===== config.mk =====
export PLATFORM = sky130hd
export DESIGN_NAME = gcfs_regs
export DESIGN_NICKNAME = d
export VERILOG_FILES = /design/src/logic/gcfs_pkg.sv /design/src/logic/gcfs_sample_tick.sv /design/src/logic/gcfs_regs.sv
export SDC_FILE = /design/constraint.sdc
export NUM_CORES = 1
export LEC_CHECK = 0
export ABC_AREA = 1
export BUFFER_PORTS_ARGS = -buffer_cell sky130_fd_sc_hd__buf_2
export CORE_MARGIN = 4
export CORE_UTILIZATION = 30
export DETAILED_ROUTE_END_ITERATION = 6
export PLACE_DENSITY_LB_ADDON = 0.25
export SETUP_SLACK_MARGIN = 0.3
export SLEW_MARGIN = 15
export SYNTH_ARGS = -nofsm -noshare
export SYNTH_HDL_FRONTEND = slang
export SYNTH_HIERARCHICAL = 1
export SYNTH_SLANG_ARGS = --single-unit
export TNS_END_PERCENT = 30

===== constraint.sdc =====
create_clock -name ref_clk -period 1.6 [get_ports ref_clk]
set_input_delay 0.32 -clock ref_clk [delete_from_list [all_inputs] [get_ports ref_clk]]
set_output_delay 0.32 -clock ref_clk [all_outputs]
set_load 0.02 [all_outputs]

===== src/logic/gcfs_pkg.sv =====
// Purpose: Shared constants for the rate sensor configuration register bank
// Assumes: Byte-wide register port, one clock
// Notes:   Offsets are the printed register addresses
`default_nettype none
package gcfs_pkg;
    localparam int          ADDR_W          = 8;
    localparam int          DATA_W          = 8;
    localparam int          WORD_W          = 16;
    localparam int          NUM_CHAN        = 4;
    // Register offsets
    localparam logic [7:0]  OFS_DIVIDER     = 8'h19;
    localparam logic [7:0]  OFS_LOWPASS     = 8'h1a;
    localparam logic [7:0]  OFS_RATE_SETUP  = 8'h1b;
    localparam logic [7:0]  OFS_LP_CYCLE    = 8'h1e;
    localparam logic [7:0]  OFS_CHAN_SEL    = 8'h23;
    localparam logic [7:0]  OFS_SYNC_FLAG   = 8'h36;
    localparam logic [7:0]  OFS_SYNC_CFG    = 8'h37;
    localparam logic [7:0]  OFS_IRQ_STAT    = 8'h70;
    localparam logic [7:0]  OFS_IRQ_MASK    = 8'h71;
    // Writable bits per register; the rest read as zero
    localparam logic [7:0]  MSK_DIVIDER     = 8'hff;
    localparam logic [7:0]  MSK_LOWPASS     = 8'h07;
    localparam logic [7:0]  MSK_RATE_SETUP  = 8'hfb;
    localparam logic [7:0]  MSK_LP_CYCLE    = 8'hf0;
    localparam logic [7:0]  MSK_CHAN_SEL    = 8'hf0;
    localparam logic [7:0]  MSK_SYNC_CFG    = 8'h0c;
    localparam logic [7:0]  MSK_IRQ         = 8'h03;
    // Reset values
    localparam logic [7:0]  RST_REG         = 8'h00;
    // Field positions
    localparam int          X_SELFTEST_BIT  = 7;
    localparam int          Y_SELFTEST_BIT  = 6;
    localparam int          Z_SELFTEST_BIT  = 5;
    localparam int          FSR_HI          = 4;
    localparam int          FSR_LO          = 3;
    localparam int          BYPASS_HI       = 1;
    localparam int          BYPASS_LO       = 0;
    localparam int          LP_CYCLE_BIT    = 7;
    localparam int          AVG_HI          = 6;
    localparam int          AVG_LO          = 4;
    localparam int          LOWPASS_HI      = 2;
    localparam int          LOWPASS_LO      = 0;
    localparam int          CHAN_TOP_BIT    = 7;
    localparam int          SYNC_FLAG_BIT   = 7;
    localparam int          SYNC_LEVEL_BIT  = 3;
    localparam int          SYNC_EN_BIT     = 2;
    localparam int          IRQ_SYNC_BIT    = 0;
    localparam int          IRQ_SAMPLE_BIT  = 1;
    // Filter bypass code that lets the low-pass setting apply
    localparam logic [1:0]  BYPASS_NONE     = 2'b00;
    // Full-scale codes: 250, 500, 1000, 2000 deg/s
    localparam logic [1:0]  FSR_250         = 2'b00;
    localparam logic [1:0]  FSR_2000        = 2'b11;
    // Timing
    localparam int          CLK_HZ          = 100_000_000;
    localparam int          BASE_RATE_HZ    = 1000;
    localparam int          BASE_TICK_CYC   = CLK_HZ / BASE_RATE_HZ;

    typedef enum logic [1:0] {
        PUSH_IDLE,
        PUSH_HIGH,
        PUSH_LOW
    } gcfs_push_t;
endpackage
`default_nettype wire


===== src/logic/gcfs_sample_tick.sv =====
// Purpose: Sample-rate strobe from the 1 kHz base rate and a divider
// Assumes: Divider comes from a register on the same clock
// Notes:   A new divider value takes effect at the next base tick
`timescale 1ns/1ps
`default_nettype none
module gcfs_sample_tick #(
    parameter int BASE_CYC = gcfs_pkg::BASE_TICK_CYC
) (
    input  wire logic       ref_clk,
    input  wire logic       reset_n,
    input  wire logic [7:0] divider,
    output var  logic       tick_r
);
    logic [31:0] base_cnt_r;
    logic [31:0] base_cnt_nxt;
    logic [7:0]  div_cnt_r;
    logic [7:0]  div_cnt_nxt;
    logic        tick_nxt;

    always_comb begin
        base_cnt_nxt = base_cnt_r + 32'h1;
        div_cnt_nxt  = div_cnt_r;
        tick_nxt     = 1'b0;
        if (base_cnt_r >= 32'(BASE_CYC - 1)) begin
            base_cnt_nxt = 32'h0;
            if (div_cnt_r >= divider) begin
                div_cnt_nxt = 8'h00;
                tick_nxt    = 1'b1;
            end else begin
                div_cnt_nxt = div_cnt_r + 8'h01;
            end
        end
    end

    always_ff @(posedge ref_clk or negedge reset_n) begin
        if (!reset_n) begin
            base_cnt_r <= 32'h0;
            div_cnt_r  <= 8'h00;
            tick_r     <= 1'b0;
        end else begin
            base_cnt_r <= base_cnt_nxt;
            div_cnt_r  <= div_cnt_nxt;
            tick_r     <= tick_nxt;
        end
    end
endmodule
`default_nettype wire


===== src/logic/gcfs_regs.sv =====
// Purpose: Rate sensor setup, low-power cycling, channel selection, sync flag
// Assumes: Sample words come from logic on ref_clk; sync pin is asynchronous
// Notes:   Byte stream out has no back-pressure; the buffer behind must absorb it
// Function
// - Full-scale range from setup bits 4:3
// - Bypass field bits 1:0 controls low-pass use
// - Cycling bit 7 enables low-power, resets zero
// - Averaging depth bits 6:4, doubling 1x-128x
// - Low-power ignores the low-pass setting
// - Temperature high then low byte pushed
// - Bits 6..4 push X, Y, Z bytes
// - Push even when data path idles
// - Sync event sets flag bit 7
// - Reading flag register clears it
// - Sync event on transition to active level
// - Strobe is 1 kHz over divider plus one
// - Low-pass setting applies only with bypass 00
//
// Chosen here: the address-and-strobe port.
`timescale 1ns/1ps
`default_nettype none
module gcfs_regs #(
    parameter int BASE_CYC = gcfs_pkg::BASE_TICK_CYC
) (
    input  wire logic        ref_clk,
    input  wire logic        reset_n,
    input  wire logic [7:0]  reg_addr,
    input  wire logic [7:0]  reg_wdata,
    input  wire logic        reg_wr,
    input  wire logic        reg_rd,
    output var  logic [7:0]  reg_rdata,
    input  wire logic        frame_sync_pin,
    input  wire logic [15:0] temp_word,
    input  wire logic [15:0] x_rate_word,
    input  wire logic [15:0] y_rate_word,
    input  wire logic [15:0] z_rate_word,
    output var  logic [2:0]  selftest_xyz,
    output var  logic [1:0]  full_scale_range_select,
    output var  logic [1:0]  filter_bypass_choice,
    output var  logic        lowpass_filter_active,
    output var  logic [2:0]  lowpass_filter_setting,
    output var  logic        low_power_mode,
    output var  logic [2:0]  averaging_depth_setting,
    output var  logic        sample_strobe,
    output var  logic        push_valid,
    output var  logic [7:0]  push_byte,
    output var  logic        irq
);
    logic [7:0]  divider_r, divider_nxt;
    logic [7:0]  lowpass_r, lowpass_nxt;
    logic [7:0]  setup_r, setup_nxt;
    logic [7:0]  lp_cycle_r, lp_cycle_nxt;
    logic [7:0]  chan_sel_r, chan_sel_nxt;
    logic [7:0]  sync_cfg_r, sync_cfg_nxt;
    logic        sync_flag_r, sync_flag_nxt;
    logic [1:0]  irq_stat_r, irq_stat_nxt;
    logic [1:0]  irq_mask_r, irq_mask_nxt;
    logic        irq_r, irq_nxt;
    logic [7:0]  rdata_r, rdata_nxt;
    logic        lp_active_r, lp_active_nxt;
    logic        sync_meta_r, sync_s_r, sync_prev_r;
    logic        sync_evt;
    logic        tick;
    gcfs_pkg::gcfs_push_t state_r, state_nxt;
    logic [3:0]  pend_r, pend_nxt;
    logic [1:0]  chan_r, chan_nxt;
    logic [15:0] word_r [4];
    logic [15:0] word_nxt [4];
    logic        pv_r, pv_nxt;
    logic [7:0]  pb_r, pb_nxt;

    function automatic logic [1:0] first_chan(input logic [3:0] m);
        logic [1:0] c;
        c = 2'd0;
        for (int i = 3; i >= 0; i--) begin
            if (m[3 - i]) begin
                c = 2'(i);
            end
        end
        return c;
    endfunction

    gcfs_sample_tick #(
        .BASE_CYC (BASE_CYC)
    ) u_tick (
        .ref_clk  (ref_clk),
        .reset_n  (reset_n),
        .divider  (divider_r),
        .tick_r   (tick)
    );

    // Pin crosses two flip-flops before the edge logic looks at it
    always_ff @(posedge ref_clk or negedge reset_n) begin
        if (!reset_n) begin
            sync_meta_r <= 1'b0;
            sync_s_r    <= 1'b0;
            sync_prev_r <= 1'b0;
        end else begin
            sync_meta_r <= frame_sync_pin;
            sync_s_r    <= sync_meta_r;
            sync_prev_r <= sync_s_r;
        end
    end

    always_comb begin
        sync_evt = sync_cfg_r[gcfs_pkg::SYNC_EN_BIT]
                 & (sync_s_r ^ sync_cfg_r[gcfs_pkg::SYNC_LEVEL_BIT])
                 & ~(sync_prev_r ^ sync_cfg_r[gcfs_pkg::SYNC_LEVEL_BIT]);
    end

    // Register file
    always_comb begin
        divider_nxt  = divider_r;
        lowpass_nxt  = lowpass_r;
        setup_nxt    = setup_r;
        lp_cycle_nxt = lp_cycle_r;
        chan_sel_nxt = chan_sel_r;
        sync_cfg_nxt = sync_cfg_r;
        irq_mask_nxt = irq_mask_r;
        irq_stat_nxt = irq_stat_r;
        sync_flag_nxt = sync_flag_r;
        rdata_nxt    = 8'h00;
        if (reg_wr) begin
            unique case (reg_addr)
                gcfs_pkg::OFS_DIVIDER:    divider_nxt  = reg_wdata & gcfs_pkg::MSK_DIVIDER;
                gcfs_pkg::OFS_LOWPASS:    lowpass_nxt  = reg_wdata & gcfs_pkg::MSK_LOWPASS;
                gcfs_pkg::OFS_RATE_SETUP: setup_nxt    = reg_wdata & gcfs_pkg::MSK_RATE_SETUP;
                gcfs_pkg::OFS_LP_CYCLE:   lp_cycle_nxt = reg_wdata & gcfs_pkg::MSK_LP_CYCLE;
                gcfs_pkg::OFS_CHAN_SEL:   chan_sel_nxt = reg_wdata & gcfs_pkg::MSK_CHAN_SEL;
                gcfs_pkg::OFS_SYNC_CFG:   sync_cfg_nxt = reg_wdata & gcfs_pkg::MSK_SYNC_CFG;
                gcfs_pkg::OFS_IRQ_MASK:   irq_mask_nxt = reg_wdata[1:0];
                gcfs_pkg::OFS_IRQ_STAT:   irq_stat_nxt = irq_stat_r & ~reg_wdata[1:0];
                default: ;
            endcase
        end
        if (reg_rd) begin
            unique case (reg_addr)
                gcfs_pkg::OFS_DIVIDER:    rdata_nxt = divider_r;
                gcfs_pkg::OFS_LOWPASS:    rdata_nxt = lowpass_r;
                gcfs_pkg::OFS_RATE_SETUP: rdata_nxt = setup_r;
                gcfs_pkg::OFS_LP_CYCLE:   rdata_nxt = lp_cycle_r;
                gcfs_pkg::OFS_CHAN_SEL:   rdata_nxt = chan_sel_r;
                gcfs_pkg::OFS_SYNC_CFG:   rdata_nxt = sync_cfg_r;
                gcfs_pkg::OFS_IRQ_MASK:   rdata_nxt = {6'h00, irq_mask_r};
                gcfs_pkg::OFS_IRQ_STAT:   rdata_nxt = {6'h00, irq_stat_r};
                gcfs_pkg::OFS_SYNC_FLAG: begin
                    rdata_nxt = {sync_flag_r, 7'h00};
                    sync_flag_nxt = 1'b0;
                end
                default: ;
            endcase
        end
        if (sync_evt) begin
            sync_flag_nxt = 1'b1;
        end
        // Events set after the write-one clear so a coincident event stays
        if (sync_evt) begin
            irq_stat_nxt[gcfs_pkg::IRQ_SYNC_BIT] = 1'b1;
        end
        if (tick) begin
            irq_stat_nxt[gcfs_pkg::IRQ_SAMPLE_BIT] = 1'b1;
        end
        irq_nxt = |(irq_stat_nxt & irq_mask_nxt);
        // Low-pass only outside cycling and with no bypass
        lp_active_nxt = ~lp_cycle_nxt[gcfs_pkg::LP_CYCLE_BIT]
                      & (setup_nxt[gcfs_pkg::BYPASS_HI:gcfs_pkg::BYPASS_LO]
                         == gcfs_pkg::BYPASS_NONE);
    end

    always_ff @(posedge ref_clk or negedge reset_n) begin
        if (!reset_n) begin
            divider_r   <= gcfs_pkg::RST_REG;
            lowpass_r   <= gcfs_pkg::RST_REG;
            setup_r     <= gcfs_pkg::RST_REG;
            lp_cycle_r  <= gcfs_pkg::RST_REG;
            chan_sel_r  <= gcfs_pkg::RST_REG;
            sync_cfg_r  <= gcfs_pkg::RST_REG;
            sync_flag_r <= 1'b0;
            irq_stat_r  <= 2'b00;
            irq_mask_r  <= 2'b00;
            irq_r       <= 1'b0;
            rdata_r     <= 8'h00;
            lp_active_r <= 1'b1;
        end else begin
            divider_r   <= divider_nxt;
            lowpass_r   <= lowpass_nxt;
            setup_r     <= setup_nxt;
            lp_cycle_r  <= lp_cycle_nxt;
            chan_sel_r  <= chan_sel_nxt;
            sync_cfg_r  <= sync_cfg_nxt;
            sync_flag_r <= sync_flag_nxt;
            irq_stat_r  <= irq_stat_nxt;
            irq_mask_r  <= irq_mask_nxt;
            irq_r       <= irq_nxt;
            rdata_r     <= rdata_nxt;
            lp_active_r <= lp_active_nxt;
        end
    end

    // Byte pusher: channels in order temp, X, Y, Z; high byte first.
    // A strobe during a burst is dropped; a burst lasts at most 8 cycles.
    always_comb begin
        state_nxt = state_r;
        pend_nxt  = pend_r;
        chan_nxt  = chan_r;
        pv_nxt    = 1'b0;
        pb_nxt    = 8'h00;
        for (int i = 0; i < gcfs_pkg::NUM_CHAN; i++) begin
            word_nxt[i] = word_r[i];
        end
        unique case (state_r)
            gcfs_pkg::PUSH_IDLE: begin
                if (tick && (chan_sel_r[7:4] != 4'h0)) begin
                    word_nxt[0] = temp_word;
                    word_nxt[1] = x_rate_word;
                    word_nxt[2] = y_rate_word;
                    word_nxt[3] = z_rate_word;
                    pend_nxt  = chan_sel_r[7:4];
                    chan_nxt  = first_chan(chan_sel_r[7:4]);
                    state_nxt = gcfs_pkg::PUSH_HIGH;
                end
            end
            gcfs_pkg::PUSH_HIGH: begin
                pv_nxt    = 1'b1;
                pb_nxt    = word_r[chan_r][15:8];
                state_nxt = gcfs_pkg::PUSH_LOW;
            end
            gcfs_pkg::PUSH_LOW: begin
                pv_nxt = 1'b1;
                pb_nxt = word_r[chan_r][7:0];
                pend_nxt = pend_r & ~(4'h8 >> chan_r);
                if (pend_nxt != 4'h0) begin
                    chan_nxt  = first_chan(pend_nxt);
                    state_nxt = gcfs_pkg::PUSH_HIGH;
                end else begin
                    state_nxt = gcfs_pkg::PUSH_IDLE;
                end
            end
        endcase
    end

    always_ff @(posedge ref_clk or negedge reset_n) begin
        if (!reset_n) begin
            state_r <= gcfs_pkg::PUSH_IDLE;
            pend_r  <= 4'h0;
            chan_r  <= 2'd0;
            pv_r    <= 1'b0;
            pb_r    <= 8'h00;
            for (int i = 0; i < gcfs_pkg::NUM_CHAN; i++) begin
                word_r[i] <= 16'h0000;
            end
        end else begin
            state_r <= state_nxt;
            pend_r  <= pend_nxt;
            chan_r  <= chan_nxt;
            pv_r    <= pv_nxt;
            pb_r    <= pb_nxt;
            for (int i = 0; i < gcfs_pkg::NUM_CHAN; i++) begin
                word_r[i] <= word_nxt[i];
            end
        end
    end

    assign selftest_xyz            = setup_r[gcfs_pkg::X_SELFTEST_BIT:gcfs_pkg::Z_SELFTEST_BIT];
    assign full_scale_range_select = setup_r[gcfs_pkg::FSR_HI:gcfs_pkg::FSR_LO];
    assign filter_bypass_choice    = setup_r[gcfs_pkg::BYPASS_HI:gcfs_pkg::BYPASS_LO];
    assign lowpass_filter_active   = lp_active_r;
    assign lowpass_filter_setting  = lowpass_r[gcfs_pkg::LOWPASS_HI:gcfs_pkg::LOWPASS_LO];
    assign low_power_mode          = lp_cycle_r[gcfs_pkg::LP_CYCLE_BIT];
    // Averages are 2 to the power of this code
    assign averaging_depth_setting = lp_cycle_r[gcfs_pkg::AVG_HI:gcfs_pkg::AVG_LO];
    assign sample_strobe           = tick;
    assign push_valid              = pv_r;
    assign push_byte               = pb_r;
    assign irq                     = irq_r;
    assign reg_rdata               = rdata_r;
endmodule
`default_nettype wire


# --- Word level (Yosys, flattened, before mapping) ---
# Cells that the tools add are included.
classes:
  addsub: 2
  magnitude_cmp: 3
  eq_ne: 13
  n_shift: 1
  n_mux: 40
  bitwise: 13
  n_reduce_logical: 20
ops:
  columns: ["cell", "n"]
  rows:
  - ["one-hot mux 8 bit (9 select lines)", 1]
  - ["two-way mux 2 bit", 17]
  - ["adder 32 x 1 -> 32 bit (second input constant)", 1]
  - ["binary-select mux 16 bit (select 2 bit)", 1]
  - ["== test 8 x 5 -> 1 bit (second input constant)", 4]
  - [">= comparator 32 x 17 -> 1 bit (second input constant)", 1]
  - ["two-way mux 16 bit", 2]
  - ["two-way mux 32 bit", 1]
  - ["two-way mux 8 bit", 4]
  - ["== test 8 x 6 -> 1 bit (second input constant)", 3]
  - ["AND reduction 2 bit", 9]
  - ["== test 8 x 7 -> 1 bit (second input constant)", 2]
  - ["one-hot mux 8 bit (2 select lines)", 1]
  - ["two-way mux 1 bit", 9]
  - ["adder 8 x 1 -> 8 bit (second input constant)", 1]
  - [">= comparator 8 bit", 1]
  - ["one-hot mux 4 bit (2 select lines)", 1]
  - ["nonzero test 4 bit", 2]
  - ["one-hot mux 2 bit (3 select lines)", 1]
  - ["nonzero test 2 bit", 3]
  - ["bitwise AND 2 bit", 2]
  - ["bitwise AND 4 bit", 1]
  - ["zero test 2 bit", 2]
  - ["two-way mux 4 bit", 1]
  - ["other kinds (15)", 21]
word_totals:
  ff_bits: 168
  inputBits: 85
  out_inout_bits: 34
  elab_cells: 121

# --- Longest topological paths before layout ---
depth:
  depth_word: 9
  depth_mapped: 12
  ltp_nobuf: 12

# --- Cells and area by module ---
# Netlist, hierarchy kept.
by_module_without_submodules:
  columns: ["module", "instances", "cells_each", "area_each_um2", "seq_area_each_um2"]
  rows:
  - ["gcfs_regs", 1, 734, 5851.9, 3179.3]
  - ["gcfs_sample_tick", 1, 245, 2058.2, 1026.0]

# --- Least setup slack after synthesis ---
# Ideal clock, no wire load.
synth_timing:
  path_kind: "register -> register"
  from: "reg state_r[0]"
  to: "reg chan_r[1]"
  setup_time_ns: 0.126
  t_arrival_ns: 1.360
  t_required_ns: 1.474
  slack_ns: 0.113
  stages_incl_launch_ff: 9
  path_buffers: 0
  period_less_slack_ns: 1.487
  path_cell_list: "dfrtp_1 -> inv_1 -> ha_1 -> inv_2 -> or2_1 -> nand2_1 -> nand2_2 -> nand2_1 -> o21ai_0"
synth_via:
  elab_chain_cells: 3
  elab_cells_between_ends: 7
  classes_between: "eq/ne: 3; mux: 1; reduce/logical: 3"
synth_lines:
  columns: ["item", "line", "text"]
  rows:
  - ["start: declaration", "gcfs_regs.sv:64", "gcfs_pkg::gcfs_push_t state_r, state_nxt;"]
  - ["start signal: assignment", "gcfs_regs.sv:244", "state_r <= gcfs_pkg::PUSH_IDLE;"]
  - ["start signal: assignment", "gcfs_regs.sv:253", "state_r <= state_nxt;"]
  - ["== test 2 bit / zero test 2 bit (equally long branches)", "gcfs_regs.sv:211", "unique case (state_r)"]
  - ["!= test 2 bit (no line) / nonzero test 2 bit (equally long branches)", null, null]
  - ["AND reduction 3 bit (no line)", null, null]
  - ["end signal: assignment", "gcfs_regs.sv:255", "chan_r <= chan_nxt;"]
  - ["end: declaration", "gcfs_regs.sv:66", "logic [1:0] chan_r, chan_nxt;"]
# Several ways; a longest one is shown, not always the timed one.
# A chain may end at the register's enable or synchronous reset.

# --- Worst setup path after layout ---
layout_timing:
  from: "reg u_tick.div_cnt_r[7]"
  to: "reg u_tick.div_cnt_r[4]"
layout_via:
  elab_chain_cells: 2
layout_lines:
  columns: ["item", "line", "text"]
  rows:
  - ["start: declaration", "gcfs_sample_tick.sv:16", "logic [7:0] div_cnt_r;"]
  - ["start signal: assignment", "gcfs_sample_tick.sv:42", "div_cnt_r <= div_cnt_nxt;"]
  - [">= comparator 8 bit", "gcfs_sample_tick.sv:26", "if (div_cnt_r >= divider) begin"]
  - ["two-way mux 8 bit", "gcfs_sample_tick.sv:26", null]
# Every way passes these cells.

==> metrics.yaml <==
outcome: "finished, final reports clean"
routed_wl_um: 23000
diodes: 0
start_util_pct: 30.4
worstPathArrival_ns: 1.85
synth-simple-area-share_pct: 25.2
combPwrFrac_pct: 31.4
drive_gt1_share_pct: 26.4
p_total_mw: 13.3
fmax_mhz: 669
clock_latency_ns: 0.44
drc: 0
cp-start-kind: "flip-flop"
yosysUniqueCellTypes: 36
antenna_found_initial: 0
p_int_mw: 8.63
synth_top_family_by_area: "simple AND/OR/NAND/NOR gates"
synth_area_leaders: "dfrtp_1 (53%), nand2_1 (13%), inv_1 (6.8%)"
num_vias: 7013
cts_tree: "yes"
cp_slowest_stage_delay_ns: 0.43
cts-htree-levels: 4
ir_worst_vdd_mv: 0.854
yosys-mux-area-fraction_pct: 0
p_per_area_nw_per_um2: 1230
dpl_cell_area_sq_um: 9200
leakage_nw: 5.65
synthAdderAreaFrac_pct: 2.21
max_cap_viol_count: 0
fp-row-count: 59
grtUsageTotal_pct: 15.9
clockRootBuffer: "clkbuf_16"
dr_wl_met2_um: 10600
synth_compound_area_share_pct: 8.87
path_buf_inv: 1
tns_ns: 0
critPathCaptureType: "flip-flop"
rsz0062_at_grt: "yes"
seqPwrFrac_pct: 37.0
cp.depth: 9
stdcell_count: 1541
hold_ws_ns: 0.102
yosys_register_bits: 168
die_h_um: 170
hp-class: "in2reg"
synth_edf_count: 0
synth_top_area_share_pct: 52.8
cts_buffer_depth: 2
post-route-period-util_pct: 93.4
cp_top_family: "simple AND/OR/NAND/NOR gates"
grt_pass1_wl_um: 36500
crit_slowest_cell: "dfrtp_1"
dp.cells: 1451
dp_hpwl_um: 15500
ys_seq_area_share_pct: 53.2
reg2regPathDepth: 9
routed_via_density: 4.55
syn_area_per_cell_sq_um: 8.08
area.growth.synth_to_final_pct: 37.0
postSynth.asyncResetShare_pct: 100
required_ns: 1.96
gp_routability_congestion: 0.847
switching_power_mw: 4.71
worst-path-max-fanout: 5
clk_pin_slew_ns: 0.08
clkSinkCount: 168
setup_slack_ns: 0.106
cts_made_buffers: 17
wl_met1_um: 11000
grt_max_degree: 51
drt-initial-drc-count: 411
synth_flop_cell: "dfrtp_1"
worstSetupPathType: "reg2reg"
netlist_area_sq_um: 7910
netSwitchingFraction_pct: 35.3
highest_layer: "met4"
post-route-min-period_ns: 1.49
core_sq_um: 26000
ant_nets: 0
synth_top_cell_by_area: "dfrtp_1"
wire_per_inst_um: 15.0
first_global_vias: 7008
grt.overflow.total: 0
final_hold_viol_count: 0
path_cells: "ha_4, nand2_2, inv_2, nor2_1, o21a_1, nand2_4, nor2_2, nand2_2, nand2_1"
dp_slack_ns: 0.0368
fin_util_pct: 41.7
pwr-share-clk_pct: 31.6
finalMaxSlewViolations: 0
yosysWarnings: 6
ioPinCount: 119
setup_viol: 0
synth_xor_area_share_pct: 1.66
wl_met3_um: 1040
die_area_sq_um: 29000
fin_nets: 1292
syn_inst: 979
portBuffers: 118
die_w_um: 170
cp_common_cell: "nand2_2"
hold_depth: 3
fin_area_sq_um: 10800
dr.pass1.iters: 5
skew_ns: 0.0160
## cell type report
type	instances	area [sq um]
Clock buffer	17	425
Clock inverter	15	183
Fill cell	2644	15200
Inverter	148	563
Multi-Input combinational cell	653	3330
Sequential cell	168	4210
Tap cell	335	419
Timing Repair Buffer	205	1700
## power by group through the flow
stage | Sequential (mW) | Combinational (mW) | Clock, mW
2_1_floorplan | 5.10 | 2.01 | 0
3_3_place_gp | 5.03 | 3.51 | 0
3_5_place_dp | 5.03 | 3.54 | 0
4_1_cts | 4.95 | 4.00 | 4.30
5_1_grt | 4.98 | 4.65 | 4.48
6_report | 4.93 | 4.19 | 4.21
## cell usage after synthesis, types with 5 or more instances
cell type and n:
nand3_1 63, inv_1 144, o21ai_1 10, ha_1 14, xor2_1 8, nand4_1 21, dfrtp_1 167, nor2_4 5
nor2_1 85, a21oi_1 17, nand2_1 280, buf_2 12, xnor2_1 7, o21ai_0 100, clkbuf_1 7, nor2_2 5
## worst reg2reg max path, stage by stage (launching register included)
cell	delay (ns)
dfrtp_1	0.43
ha_4	0.26
nand2_2	0.06
inv_2	0.03
nor2_1	0.09
o21a_1	0.21
nand2_4	0.12
nor2_2	0.12
nand2_2	0.06
nand2_1	0.05
## path summary, 6_finish.rpt
path,from,to,slack (ns)
max in group asynchronous,reset_n,lowpass_filter_active$_DFF_PN1_,0.66
worst max-delay path,u_tick/div_cnt_r[7]$_DFFE_PN0P_,u_tick/div_cnt_r[4]$_DFFE_PN0P_,0.11
worst min-delay path,y_rate_word[13],word_r[29]$_DFFE_PN0P_,0.10
min in group asynchronous,reset_n,irq$_DFF_PN0_,0.32
worst max register to register,u_tick/div_cnt_r[7]$_DFFE_PN0P_,u_tick/div_cnt_r[4]$_DFFE_PN0P_,0.11
worst min register to register,sync_meta_r$_DFF_PN0_,sync_s_r$_DFF_PN0_,0.36
## registers in the layout (all words and copies together), names as in the netlist, 2 cells and up
register / cells
irq_stat_r: 2
sync_cfg_r: 2
lp_cycle_r: 4
irq_mask_r: 2
u_tick/div_cnt_r: 8
chan_sel_r: 4
push_byte: 8
divider_r: 8
reg_rdata: 8
setup_r: 7
chan_r: 2
u_tick/base_cnt_r: 32
word_r: 64
state_r: 2
pend_r: 4
lowpass_r: 3
## metal layers
metal / vias to the layer above / track usage [%]
li1: 3495 / -
met1: 3322 / 22.2
met2: 165 / 24.9
met3: 31 / 3.46
met4: 0 / 4.41
met5: - / 0
## cells by family (layout without fill, tap and decap cells)
logic type | count (synthesis) | in the layout
and+or+nand+nor | 471 | 473
AOI/OAI and AO/OA | 136 | 136
buffers and inverters | 174 | 385
adders and majority gates | 14 | 14
xor gates and xnor gates | 15 | 15
other | 1 | 15
DFF | 168 | 168
## repair_timing
action / in CTS / in global routing
endpoints found under the hold margin: 22 / 0
hold buffers: 2 / 0
pin swaps: 20 / 15
resized for setup: 53 / 41
buffers inserted: 31 / 11
endpoints found under the setup margin: 126 / 138
cloned: 9 / 5
## cell usage in the layout (no fill, tap or decap), types with 4 or more instances in the layout
master     Yosys  final
inv_8          0      4
nand3_2        0      5
o21ai_1       10     14
dfrtp_1      167    164
buf_16         0      8
clkinv_4       0      4
xnor2_1        7      7
clkbuf_16      0     20
nor2_2         5      9
buf_4          3     52
xor2_1         8      8
o21ai_2        1      5
nand4_1       21     21
o21ai_0      100     89
nor2_1        85     77
buf_6          1     10
buf_2         12    116
buf_12         0     11
inv_1        144    135
nand2_1      280    261
nand3_1       63     57
inv_2          4     11
ha_1          14     10
nor3_1         4      4
nand2_4        1      7
nand2_2        4     18
a21oi_1       17     16
nor2_4         5      9
conb_1         1     15
Note: power is estimated with default switching activity, not from simulation.
